--- config.mk ---
export PLATFORM = sky130hd
export DESIGN_NAME = bidio_port
export DESIGN_NICKNAME = d
export VERILOG_FILES = /design/src/core/bidio_pkg.sv /design/src/core/bidio_port.sv /design/src/core/bidio_sync.sv
export VERILOG_INCLUDE_DIRS = /design/src /design/src/core
export SDC_FILE = /design/constraint.sdc
export NUM_CORES = 1
export LEC_CHECK = 0
export BUFFER_PORTS_ARGS = -buffer_cell sky130_fd_sc_hd__clkbuf_2
export CAP_MARGIN = 25
export CORE_UTILIZATION = 58
export CTS_BUF_LIST = sky130_fd_sc_hd__clkbuf_8
export CTS_CLUSTER_DIAMETER = 50
export CTS_CLUSTER_SIZE = 30
export DETAILED_ROUTE_END_ITERATION = 8
export PLACE_DENSITY = 0.87
export REMOVE_ABC_BUFFERS = 1
export SYNTH_ARGS = -nofsm -noshare
export SYNTH_HDL_FRONTEND = slang
export SYNTH_SLANG_ARGS = --single-unit
--- constraint.sdc ---
create_clock -name clk_sys -period 3.9 [get_ports clk_sys]
set_input_delay 0.195 -clock clk_sys [delete_from_list [all_inputs] [get_ports clk_sys]]
set_output_delay 0.195 -clock clk_sys [all_outputs]
set_load 0.1 [all_outputs]
--- src/core/bidio_defines.svh ---
/*
  constants for the bidirectional io port: addresses, reset values.
  assumes inclusion by bare name from core files.
*/
`ifndef BIDIO_DEFINES_SVH
`define BIDIO_DEFINES_SVH
// ------------------------------------------------------------------
// register addresses in data memory
// ------------------------------------------------------------------
`define BIDIO_ADDR_DATA 8'h12
`define BIDIO_ADDR_DIR  8'h13
// ------------------------------------------------------------------
// reset values and port width
// ------------------------------------------------------------------
`define BIDIO_RST_DATA  8'hff
`define BIDIO_RST_DIR   8'hff
`define BIDIO_WIDTH     8
`endif

--- src/core/bidio_pkg.sv ---
/*
  types for the bidirectional io port.
  assumes nothing of its surroundings.
*/
package bidio_pkg;
  typedef logic [7:0] bidio_byte_t;
  // register access in progress
  typedef enum logic [1:0] {
    BIDIO_SEL_NONE,
    BIDIO_SEL_DATA,
    BIDIO_SEL_DIR
  } bidio_sel_e;
endpackage

--- src/core/bidio_port.sv ---
/*
  eight-line bidirectional io port: data latch, direction register,
  read mux, bit operations, halt wake-up and pull-high controls.
  assumes a cpu data-memory strobe interface on clk_sys (25 mhz) and a
  pad ring that resolves pad_out/pad_oe into the wire.
*/
`timescale 1ns/1ns
`default_nettype none
`include "bidio_defines.svh"
module bidio_port
  import bidio_pkg::*;
#(
  parameter bidio_byte_t WAKE_MASK = 8'hff,
  parameter logic        PULL_HIGH = 1'b1
)(
  input  wire logic        clk_sys,
  input  wire logic        arst_n,
  input  wire logic        halt_wdt_n,
  input  wire logic        halted,
  input  wire logic [7:0]  mem_addr,
  input  wire logic        mem_rd,
  input  wire logic        phase2,
  input  wire logic        mem_wr,
  input  wire bidio_byte_t mem_wdata,
  input  wire logic        rmw_en,
  input  wire logic [1:0]  rmw_op,
  input  wire logic [2:0]  rmw_bit,
  input  wire logic        rmw_to_acc,
  input  wire bidio_byte_t pad_in,
  output var  bidio_byte_t mem_rdata,
  output var  logic        acc_wr,
  output var  bidio_byte_t pad_out,
  output var  bidio_byte_t pad_oe,
  output var  bidio_byte_t pad_pull_en,
  output var  bidio_byte_t pad_schmitt_en,
  output var  logic        wake_req
);
  // ------------------------------------------------------------------
  // state
  // ------------------------------------------------------------------
  bidio_byte_t data_ff, nxt_data;
  bidio_byte_t dir_ff, nxt_dir;
  bidio_byte_t rdata_ff, nxt_rdata;
  bidio_byte_t oe_ff, nxt_oe;
  bidio_byte_t out_ff, nxt_out;
  bidio_byte_t pull_ff, nxt_pull;
  bidio_byte_t sch_ff, nxt_sch;
  bidio_byte_t prev_ff, nxt_prev;
  logic        wake_ff, nxt_wake;
  logic        accw_ff, nxt_accw;
  bidio_byte_t pad_sync;
  bidio_byte_t port_view;
  bidio_byte_t rmw_val;
  bidio_sel_e  sel;

  // address decode used by read, write and bit operations
  function automatic bidio_sel_e decode(input logic [7:0] a);
    if (a == `BIDIO_ADDR_DATA)
      decode = BIDIO_SEL_DATA;
    else if (a == `BIDIO_ADDR_DIR)
      decode = BIDIO_SEL_DIR;
    else
      decode = BIDIO_SEL_NONE;
  endfunction

  // ------------------------------------------------------------------
  // pad synchroniser
  // ------------------------------------------------------------------
  bidio_sync u_sync (
    .clk_sys  (clk_sys),
    .arst_n   (arst_n),
    .pad_in   (pad_in),
    .pad_sync (pad_sync)
  );

  // per-line mux: pad for inputs, latch for outputs
  always_comb begin
    sel       = decode(mem_addr);
    port_view = (dir_ff & pad_sync) | (~dir_ff & data_ff);
    rmw_val   = port_view;
    unique case (rmw_op)
      2'h0: rmw_val[rmw_bit] = 1'b1;
      2'h1: rmw_val[rmw_bit] = 1'b0;
      2'h2: rmw_val = ~port_view;
      2'h3: rmw_val = port_view;
    endcase
  end

  // register writes, read data and bit operations
  always_comb begin
    nxt_data  = data_ff;
    nxt_dir   = dir_ff;
    nxt_rdata = rdata_ff;
    nxt_accw  = 1'b0;
    if (mem_wr && sel == BIDIO_SEL_DATA)
      nxt_data = mem_wdata;
    if (mem_wr && sel == BIDIO_SEL_DIR)
      nxt_dir = mem_wdata;
    if (mem_rd && phase2) begin
      unique case (sel)
        BIDIO_SEL_DATA: nxt_rdata = port_view;
        BIDIO_SEL_DIR:  nxt_rdata = dir_ff;
        BIDIO_SEL_NONE: nxt_rdata = 8'h00;
      endcase
    end
    if (rmw_en && sel == BIDIO_SEL_DATA) begin
      if (rmw_to_acc) begin
        nxt_rdata = rmw_val;
        nxt_accw  = 1'b1;
      end else begin
        nxt_data = rmw_val;
      end
    end
  end

  // pad drive and wake detection
  always_comb begin
    nxt_oe   = ~nxt_dir;
    nxt_out  = nxt_data;
    nxt_pull = PULL_HIGH ? nxt_dir : 8'h00;
    nxt_sch  = nxt_dir;
    nxt_prev = pad_sync;
    nxt_wake = halted && |(prev_ff & ~pad_sync & WAKE_MASK & dir_ff);
  end

  // a halt-time watchdog reset holds the port state
  always_ff @(posedge clk_sys or negedge arst_n) begin
    if (!arst_n) begin
      data_ff <= `BIDIO_RST_DATA;
      dir_ff  <= `BIDIO_RST_DIR;
      oe_ff   <= 8'h00;
      out_ff  <= `BIDIO_RST_DATA;
      pull_ff <= PULL_HIGH ? 8'hff : 8'h00;
      sch_ff  <= 8'hff;
    end else if (halt_wdt_n) begin
      data_ff <= nxt_data;
      dir_ff  <= nxt_dir;
      oe_ff   <= nxt_oe;
      out_ff  <= nxt_out;
      pull_ff <= nxt_pull;
      sch_ff  <= nxt_sch;
    end
  end

  // read path and wake flags carry no retained state
  always_ff @(posedge clk_sys or negedge arst_n) begin
    if (!arst_n) begin
      rdata_ff <= 8'h00;
      accw_ff  <= 1'b0;
      prev_ff  <= 8'hff;
      wake_ff  <= 1'b0;
    end else begin
      rdata_ff <= nxt_rdata;
      accw_ff  <= nxt_accw;
      prev_ff  <= nxt_prev;
      wake_ff  <= nxt_wake;
    end
  end

  assign mem_rdata      = rdata_ff;
  assign acc_wr         = accw_ff;
  assign pad_out        = out_ff;
  assign pad_oe         = oe_ff;
  assign pad_pull_en    = pull_ff;
  assign pad_schmitt_en = sch_ff;
  assign wake_req       = wake_ff;
endmodule
`default_nettype wire

--- src/core/bidio_sync.sv ---
/*
  two-stage synchroniser for the eight pad inputs.
  assumes pads are any asynchronous level; clk_sys drives it.
*/
`timescale 1ns/1ns
`default_nettype none
module bidio_sync
  import bidio_pkg::*;
(
  input  wire logic        clk_sys,
  input  wire logic        arst_n,
  input  wire bidio_byte_t pad_in,
  output var  bidio_byte_t pad_sync
);
  bidio_byte_t stage1_ff;
  bidio_byte_t stage2_ff;
  bidio_byte_t nxt_stage1;
  bidio_byte_t nxt_stage2;

  // stage one is read only by stage two
  always_comb begin
    nxt_stage1 = pad_in;
    nxt_stage2 = stage1_ff;
  end

  // pads idle high with pull-high, so reset to ones avoids false edges
  always_ff @(posedge clk_sys or negedge arst_n) begin
    if (!arst_n) begin
      stage1_ff <= 8'hff;
      stage2_ff <= 8'hff;
    end else begin
      stage1_ff <= nxt_stage1;
      stage2_ff <= nxt_stage2;
    end
  end

  assign pad_sync = stage2_ff;
endmodule
`default_nettype wire

==> run metrics, run 1 <==
status=finished with violations; failing checks=negative hold slack; via count=2233; Finished Layout Cells=389; clk buf depth=2; fin crit period=1.96 ns; met3 usage=5.25%; # placed instances=365; TNS Setup=0 ns; worst hold slack=-0.00626 ns; number of global-route vias before repair=2183; Netlist cell types=33; detail-routed via count per cell=5.74; setup ws final=1.94 ns; Async S/R FF share, synth=100%; Cells after Synth=239; CTS H-Tree Depth=3; # port buffers=79; maximum clock rate=0.511 GHz; met1 Use GR=35.8%; EDFF count, synth=0; met2 global-route usage=44.7%; Routed WL=6770 um; sequential fraction of the synthesis area=51.8%; post-cts resize count=0; largest net degree at the start of global routing=59; postcts setup bufs=0; layout cells sized above 1=51.6%; unrepaired setup endpoints after global routing=false; Slew headroom=42.1%; Nets=355; Crit. End Element=flop; Post-Syn Area=0.00290 sq mm; largest fanout on the critical path=4; post-detail-place hpwl=4480 um; pwr/cell area=416 mW/mm^2; most frequent cells in the layout=79 x clkbuf_2, 40 x dfstp_2, 34 x mux2i_1; Max-Cap Viols=0; Yosys warning count=0; worst hold path class=in -> async; drt first-iter violations=228; crit path DAT=2.22 ns; cts bufs inserted=9; n_diodes=0; Area growth, synth to finish=22.7%; CTS Root Cell=clkbuf_8; synth top area cells=dfstp_2 36%, dfrtp_1 16%, mux2i_1 12%; CTS tree=yes; Main synth FF type=dfstp_2; Mean Syn Cell Area=12.1 sq um; Die Ht=72.7 um; WS Path Type=reg -> reg; CORE AREA=0.00475 sq mm; GRT overflow=0; busiest grt layer=met2; IO Pins=80; final period utilization=50.2%; Leakage=1.52 nW; CTS sink count=58; DIE AREA=0.00528 sq mm; Synth top area share=36.3%; Worst Tran Pin Value=0.866 ns; DR WL/cell=17.4 um; Antenna Nets Post-Route=0; Final Max Slew Viols=0; Setup-failing EPs final=0; FF+latch count, synth=58; Clk Latency, worst-skew pair=0.34 ns; row cnt=25; DIE WIDTH=72.7 um; detailed-router iteration count before antenna repair=4; Final Util=74.8%; global-route wire length before repair=10700 um; Initial Utilization=60.9%; DRC=0; commonest non-fill, non-tap cell in the layout=clkbuf_2; VDD IR-drop max=314 uV; Setup Skew=0.00739 ns; initial antenna violation count=0; cts hold-fix bufs=8; CP Launch Type=flop; gpl congestion=0.848; DP Worst Slack=1.71 ns; CP required=4.16 ns; Final Hold Fails=7; post-synth top area cell=dfstp_2; CTS clk-pin slew, worst paths=0.06 ns; GRT Total Usage=27.8%
==> path summary, 6_finish.rpt <==
path	cells past startpoint	endpoint	slack [ns]	startpoint
min in group clk_sys	2	wake_req	0.06	halted
max	4	mem_rdata[1]	1.94	pad_out[1]
min reg2reg	0	u_sync.pad_sync[5]	0.36	u_sync.nxt_stage2[5]
max reg2reg	4	mem_rdata[1]	1.94	pad_out[1]
min	2	pad_oe[7]	-0.006	arst_n
max in group asynchronous	2	mem_rdata[4]	3.44	arst_n
==> kinds of logic after synthesis <==
| logic type | count (synthesis) | share of synthesized area [%] |
|---|---|---|
| AOI/OAI and AO/OA | 45 | 10.1 |
| buffers and inverters | 31 | 5.61 |
| DFF | 58 | 51.8 |
| muxes | 52 | 18.7 |
| and+or+nand+nor | 53 | 13.7 |
==> worst max-delay path, cell delays in order (launching register included) <==
cell and delay, ns:
dfstp_2 0.56, or3b_2 0.45, a2111oi_0 0.61, a21oi_1 0.10, mux2i_1 0.15
==> synth_stat cells (all sizes together) (2+ instances only) <==
| cell type | instances |
|---|---|
| a2111oi | 8 |
| o221ai | 8 |
| dfrtp | 18 |
| clkbuf | 9 |
| or3b | 9 |
| nor3b | 4 |
| nor2b | 3 |
| mux2 | 18 |
| nor2 | 3 |
| nand3 | 9 |
| mux2i | 34 |
| dfstp | 40 |
| a21oi | 10 |
| o21ai | 16 |
| inv | 10 |
| nand2 | 4 |
| nor4 | 2 |
| buf | 12 |
| nand4 | 3 |
| nand3b | 11 |
==> metrics by stage <==
| step | hold slack, ns | total power, mW | area [sq um] |
|---|---|---|---|
| finish | -0.00626 | 1.48 | 3560 |
| CTS | 0.0101 | 1.49 | 3560 |
| global route | 0.0636 | 1.53 | 3560 |
| global placement | 0.282 | 0.888 | 3260 |
| floorplan | -0.101 | 0.822 | 2770 |
| detailed placement | 0.284 | 0.894 | 3260 |
==> report_power, final <==
group	total (mW)	switching [mW]	internal [mW]
clock network	0.587	0.227	0.360
logic	0.232	0.170	0.0628
registers	0.660	0.0184	0.642
total	1.48	0.415	1.06
==> metal layers <==
metal	routed length (um)	part of all wire (%)
met5	0	0
met4	123	1.8
met3	462	6.8
met2	3350	50
met1	2830	42
==> flip-flops by register name (all words and copies together), names as in the netlist <==
signal / flops
acc_wr: 1
mem_rdata: 8
pad_oe: 8
pad_out: 8
pad_schmitt_en: 8
prev_ff: 8
u_sync.nxt_stage2: 8
u_sync.pad_sync: 8
wake_req: 1
==> cell type report <==
cell class	count	area, sq um
sequential	58	1500
multi-input combinational	150	1230
fill	348	1200
timing repair buffer	88	483
clock buffer	13	179
tap	67	83.8
clock inverter	3	37.5
inverter	10	37.5
(Power assumes the default switching activity.)
==> inputs of run 2 (changes only) <==
--- a/config.mk
+++ b/config.mk
@@ -8,12 +8,12 @@
 export LEC_CHECK = 0
 export BUFFER_PORTS_ARGS = -buffer_cell sky130_fd_sc_hd__clkbuf_2
 export CAP_MARGIN = 25
-export CORE_UTILIZATION = 58
+export CORE_UTILIZATION = 49
 export CTS_BUF_LIST = sky130_fd_sc_hd__clkbuf_8
 export CTS_CLUSTER_DIAMETER = 50
 export CTS_CLUSTER_SIZE = 30
 export DETAILED_ROUTE_END_ITERATION = 8
-export PLACE_DENSITY = 0.87
+export PLACE_DENSITY = 0.79
 export REMOVE_ABC_BUFFERS = 1
 export SYNTH_ARGS = -nofsm -noshare
 export SYNTH_HDL_FRONTEND = slang
==> constraint.sdc (replaced) <==
create_clock -name clk_sys -period 1.8 [get_ports clk_sys]
set_input_delay 0.09 -clock clk_sys [delete_from_list [all_inputs] [get_ports clk_sys]]
set_output_delay 0.09 -clock clk_sys [all_outputs]
set_load 0.1 [all_outputs]
==> run metrics, run 2 (synthesis gave the netlist of run 1 again) <==
TNS Setup=0 ns; VDD IR-drop max=569 uV; R2R cell count=4; worst-path cell chain=or3b_2, a2111oi_1, a21oi_1, mux2i_1; RR Startpoint=pad_out[1]; Routed WL=6910 um; CTS clk-pin slew, worst paths=0.06 ns; CP required=2.05 ns; clk buf depth=2; pwr/cell area=821 mW/mm^2; Final Hold Fails=0; Initial Utilization=51.7%; detail-routed via count per cell=5.52; DIE AREA=0.00623 sq mm; Antenna Nets Post-Route=0; DR WL/cell=16.9 um; CP Launch Type=flop; GRT Total Usage=24.1%; Setup Skew=0.00432 ns; global-route wire length before repair=11100 um; CTS Root Cell=clkbuf_8; Max-Cap Viols=0; cts bufs inserted=9; Worst Tran Pin Value=0.707 ns; Crit. End Element=flop; Crit. Startpoint=pad_out[1]; Setup-failing EPs final=0; CP peak stage delay=0.55 ns; reg-to-reg slack, setup=0.05 ns; most frequent cells in the layout=79 x clkbuf_2, 40 x dfstp_2, 34 x mux2i_1; layout cells sized above 1=53.7%; Nets=370; DIE WIDTH=78.9 um; critical-path cell with the highest stage delay=dfstp_2; row cnt=27; CTS sink count=58; status=finished, final reports clean; largest fanout on the critical path=4; number of global-route vias before repair=2270; Slew headroom=52.8%; drt first-iter violations=163; Final Max Slew Viols=0; CORE AREA=0.00561 sq mm; n_diodes=0; CTS tree=yes; final period utilization=97.5%; commonest non-fill, non-tap cell in the layout=clkbuf_2; CTS H-Tree Depth=3; worst hold slack=0.0226 ns; post-detail-place hpwl=4990 um; CP Capture Point=mem_rdata[1]; GRT overflow=0; gpl congestion=0.820; worst hold path class=in -> reg; # port buffers=79; postcts setup bufs=0; Die Ht=78.9 um; Leakage=1.58 nW; detailed-router iteration count before antenna repair=4; crit path DAT=2.01 ns; DRC=0; initial antenna violation count=0; maximum clock rate=0.570 GHz; reg-to-reg endpoint=mem_rdata[1]; via count=2258; largest net degree at the start of global routing=23; IO Pins=80; Area growth, synth to finish=27.4%; Clk Latency, worst-skew pair=0.34 ns; WS Path Type=reg -> reg; fin crit period=1.75 ns
[run 2: cell types whose count changed in the layout (fill, tap and decap cells not counted)]
cell and delta:
dlygate4sd3_1 +4, bufinv_16 -1, clkbuf_8 -1, buf_4 +11, a2111oi_1 +2, a2111oi_0 -6
clkinv_2 +2, a2111oi_2 +3, a2111oi_4 +1
[run 2: layer usage]
| metal | GRT usage (%) | up-vias | share of wire [%] |
|---|---|---|---|
| met3 | 5.75 | 14 | 6.0 |
| met4 | 9.09 | 0 | 1.6 |
| met1 | 32.2 | 1089 | 45 |
| met2 | 38.2 | 83 | 48 |
| met5 | 0 | - | 0 |
| li1 | - | 1072 | - |
[run 2: cell type report]
cell class	instances	area, sq um
Clock buffer	12	165
Clock inverter	4	17.5
Fill cell	471	1920
Inverter	10	37.5
Multi-Input combinational cell	150	1270
Sequential cell	58	1500
Tap cell	72	90.1
Timing Repair Buffer	103	606
[run 2: per-stage QoR]
step	std cells	cell area (sq um)	setup slack, ns	utilization (%)	power (mW)
floorplan	218	2770	-0.293	-	1.78
detailed placement	381	3350	0.0319	59.7	1.94
global placement	381	3350	0.0851	59.7	1.93
global route	409	3690	-0.00435	65.8	3.15
CTS	409	3650	0.00621	65.1	3.04
finish	409	3690	0.0454	65.8	3.03
[run 2: worst min path at each step]
stage	slack (ns)	start	endpoint	cells after the start
2_1_floorplan	-0.21	arst_n	acc_wr	0
3_3_place_gp	0.08	arst_n	pad_oe[7]	1
3_5_place_dp	0.09	arst_n	pad_oe[2]	1
4_1_cts	0.01	mem_wdata[3]	pad_out[3]	3
5_1_grt	0.02	mem_wdata[3]	pad_schmitt_en[3]	2
6_report	0.02	mem_wdata[3]	pad_out[3]	3
[run 2: critical path: cells and delay by family, from the launching register on]
family,cells,cell delay (ns)
flops,1,0.55
compound gates,2,0.51
simple gates,1,0.45
mux,1,0.16
[run 2: where the power goes]
part | total (mW) | leakage, nW | internal, mW | switching, mW
clock network | 1.08 | 0.105 | 0.597 | 0.478
logic | 0.519 | 0.844 | 0.146 | 0.373
registers | 1.44 | 0.630 | 1.39 | 0.0439
total | 3.03 | 1.58 | 2.13 | 0.895
[run 2: timing repair]
item	CTS	global route
resized for setup	0	11
endpoints found under the setup margin	0	5
endpoints found under the hold margin	18	0
hold buffers	12	0
==> inputs of run 3 (changes only) <==
--- a/config.mk
+++ b/config.mk
@@ -7,12 +7,13 @@
 export NUM_CORES = 1
 export LEC_CHECK = 0
 export BUFFER_PORTS_ARGS = -buffer_cell sky130_fd_sc_hd__clkbuf_2
-export CAP_MARGIN = 25
+export CAP_MARGIN = 20
 export CORE_UTILIZATION = 49
 export CTS_BUF_LIST = sky130_fd_sc_hd__clkbuf_8
 export CTS_CLUSTER_DIAMETER = 50
 export CTS_CLUSTER_SIZE = 30
 export DETAILED_ROUTE_END_ITERATION = 8
+export MAX_ROUTING_LAYER = met4
 export PLACE_DENSITY = 0.79
 export REMOVE_ABC_BUFFERS = 1
 export SYNTH_ARGS = -nofsm -noshare
==> run metrics, run 3 (synthesis gave the netlist of run 1 again) <==
maximum clock rate=0.571 GHz; status=finished, final reports clean; worst-path cell chain=or3b_2, a2111oi_1, a21oi_1, mux2i_1; number of global-route vias before repair=2255; DR WL/cell=16.9 um; row cnt=27; cts bufs inserted=9; detail-routed via count per cell=5.48; met3 usage=7.01%; CTS clk-pin slew, worst paths=0.06 ns; met2 global-route usage=38.0%; # port buffers=79; critical-path cell with the highest stage delay=dfstp_2; crit path DAT=2.01 ns; CTS sink count=58; via count=2242; busiest grt layer=met2; pwr/cell area=822 mW/mm^2; largest fanout on the critical path=4; Leakage=1.58 nW; Final Max Slew Viols=0; fin crit period=1.75 ns; most frequent cells in the layout=79 x clkbuf_2, 40 x dfstp_2, 34 x mux2i_1; Max-Cap Viols=0; Routed WL=6930 um; CP peak stage delay=0.55 ns; setup ws final=0.0478 ns; WS Path Type=reg -> reg; CTS tree=yes; met1 Use GR=32.8%; clk buf depth=2; CP required=2.06 ns; DRC=0; Worst Tran Pin Value=0.680 ns; detailed-router iteration count before antenna repair=4; worst hold path class=in -> reg; gpl congestion=0.833; DP Worst Slack=0.0319 ns; fillers=471; global-route wire length before repair=11200 um; final period utilization=97.3%; Slew headroom=54.6%; initial antenna violation count=0; VDD IR-drop max=569 uV; TNS Setup=0 ns; Tot Pwr=3.03 mW; CP Launch Type=flop; Setup Skew=0.00477 ns; worst hold slack=0.0187 ns; GRT overflow=0; Nets=370; IO Pins=80; Crit. End Element=flop; Final Hold Fails=0; CTS H-Tree Depth=3; GRT Total Usage=25.0%; Clk Latency, worst-skew pair=0.34 ns; CORE AREA=0.00561 sq mm; Antenna Nets Post-Route=0; Area growth, synth to finish=27.4%; reg-to-reg slack, setup=0.05 ns; Die Ht=78.9 um; DIE WIDTH=78.9 um; DIE AREA=0.00623 sq mm; drt first-iter violations=168; Initial Utilization=51.7%; largest net degree at the start of global routing=23; Setup-failing EPs final=0; layout cells sized above 1=53.7%; n_diodes=0; post-detail-place hpwl=4990 um; CTS Root Cell=clkbuf_8; commonest non-fill, non-tap cell in the layout=clkbuf_2
run 3: cell counts in the layout (fill, tap and decap cells not counted):
Identical to the previous run, type by type.
run 3: path summary, 6_finish.rpt:
| path | cells after the start | from | endpoint |
|---|---|---|---|
| worst max-delay path | 4 | pad_out[1] | mem_rdata[1] |
| worst min-delay path | 3 | mem_wdata[3] | pad_out[3] |
| worst max register to register | 4 | pad_out[1] | mem_rdata[1] |
| worst min register to register | 0 | u_sync.nxt_stage2[6] | u_sync.pad_sync[6] |
| max in group asynchronous | 3 | arst_n | prev_ff[6] |
| min in group asynchronous | 2 | arst_n | pad_oe[2] |
run 3: layer usage:
metal | wire [um] | share of wire (%)
met1 | 3040 | 44
met2 | 3310 | 48
met3 | 478 | 6.9
met4 | 105 | 1.5
met5 | 0 | 0
run 3: what timing repair did:
| item | in CTS | in global routing |
|---|---|---|
| endpoints found under the setup margin | 0 | 5 |
| hold endpoints to repair | 18 | 0 |
| buffers inserted | 0 | 0 |
| gates resized for setup | 0 | 11 |
| hold buffers | 12 | 0 |
run 3: where the power goes:
group	internal (mW)	leakage, nW	total (mW)	switching (mW)
Sequential	1.39	0.630	1.43	0.0430
Combinational	0.146	0.844	0.519	0.373
Clock	0.597	0.105	1.08	0.483
run 3: critical path: cells and delay by family (launching register included):
family,cells,cell delay (ns)
flops,1,0.55
compound gates,2,0.51
simple gates,1,0.45
mux,1,0.16
run 3: metrics by stage:
step | instances | area [sq um] | util, %
after floorplan | 218 | 2770 | -
after global placement | 381 | 3350 | 59.7
after detailed placement | 381 | 3350 | 59.7
after CTS | 409 | 3650 | 65.1
after global routing | 409 | 3690 | 65.8
final | 409 | 3690 | 65.8
run 3: layout make-up:
cell class / instances / area [sq um] / area share [%]
clock buffers: 12 / 165 / 4.47
clock inverters: 4 / 17.5 / 0.475
inverters: 10 / 37.5 / 1.02
multi-input cells: 150 / 1270 / 34.5
flip-flops and latches: 58 / 1500 / 40.7
well taps: 72 / 90.1 / 2.44
repair buffers: 103 / 606 / 16.4
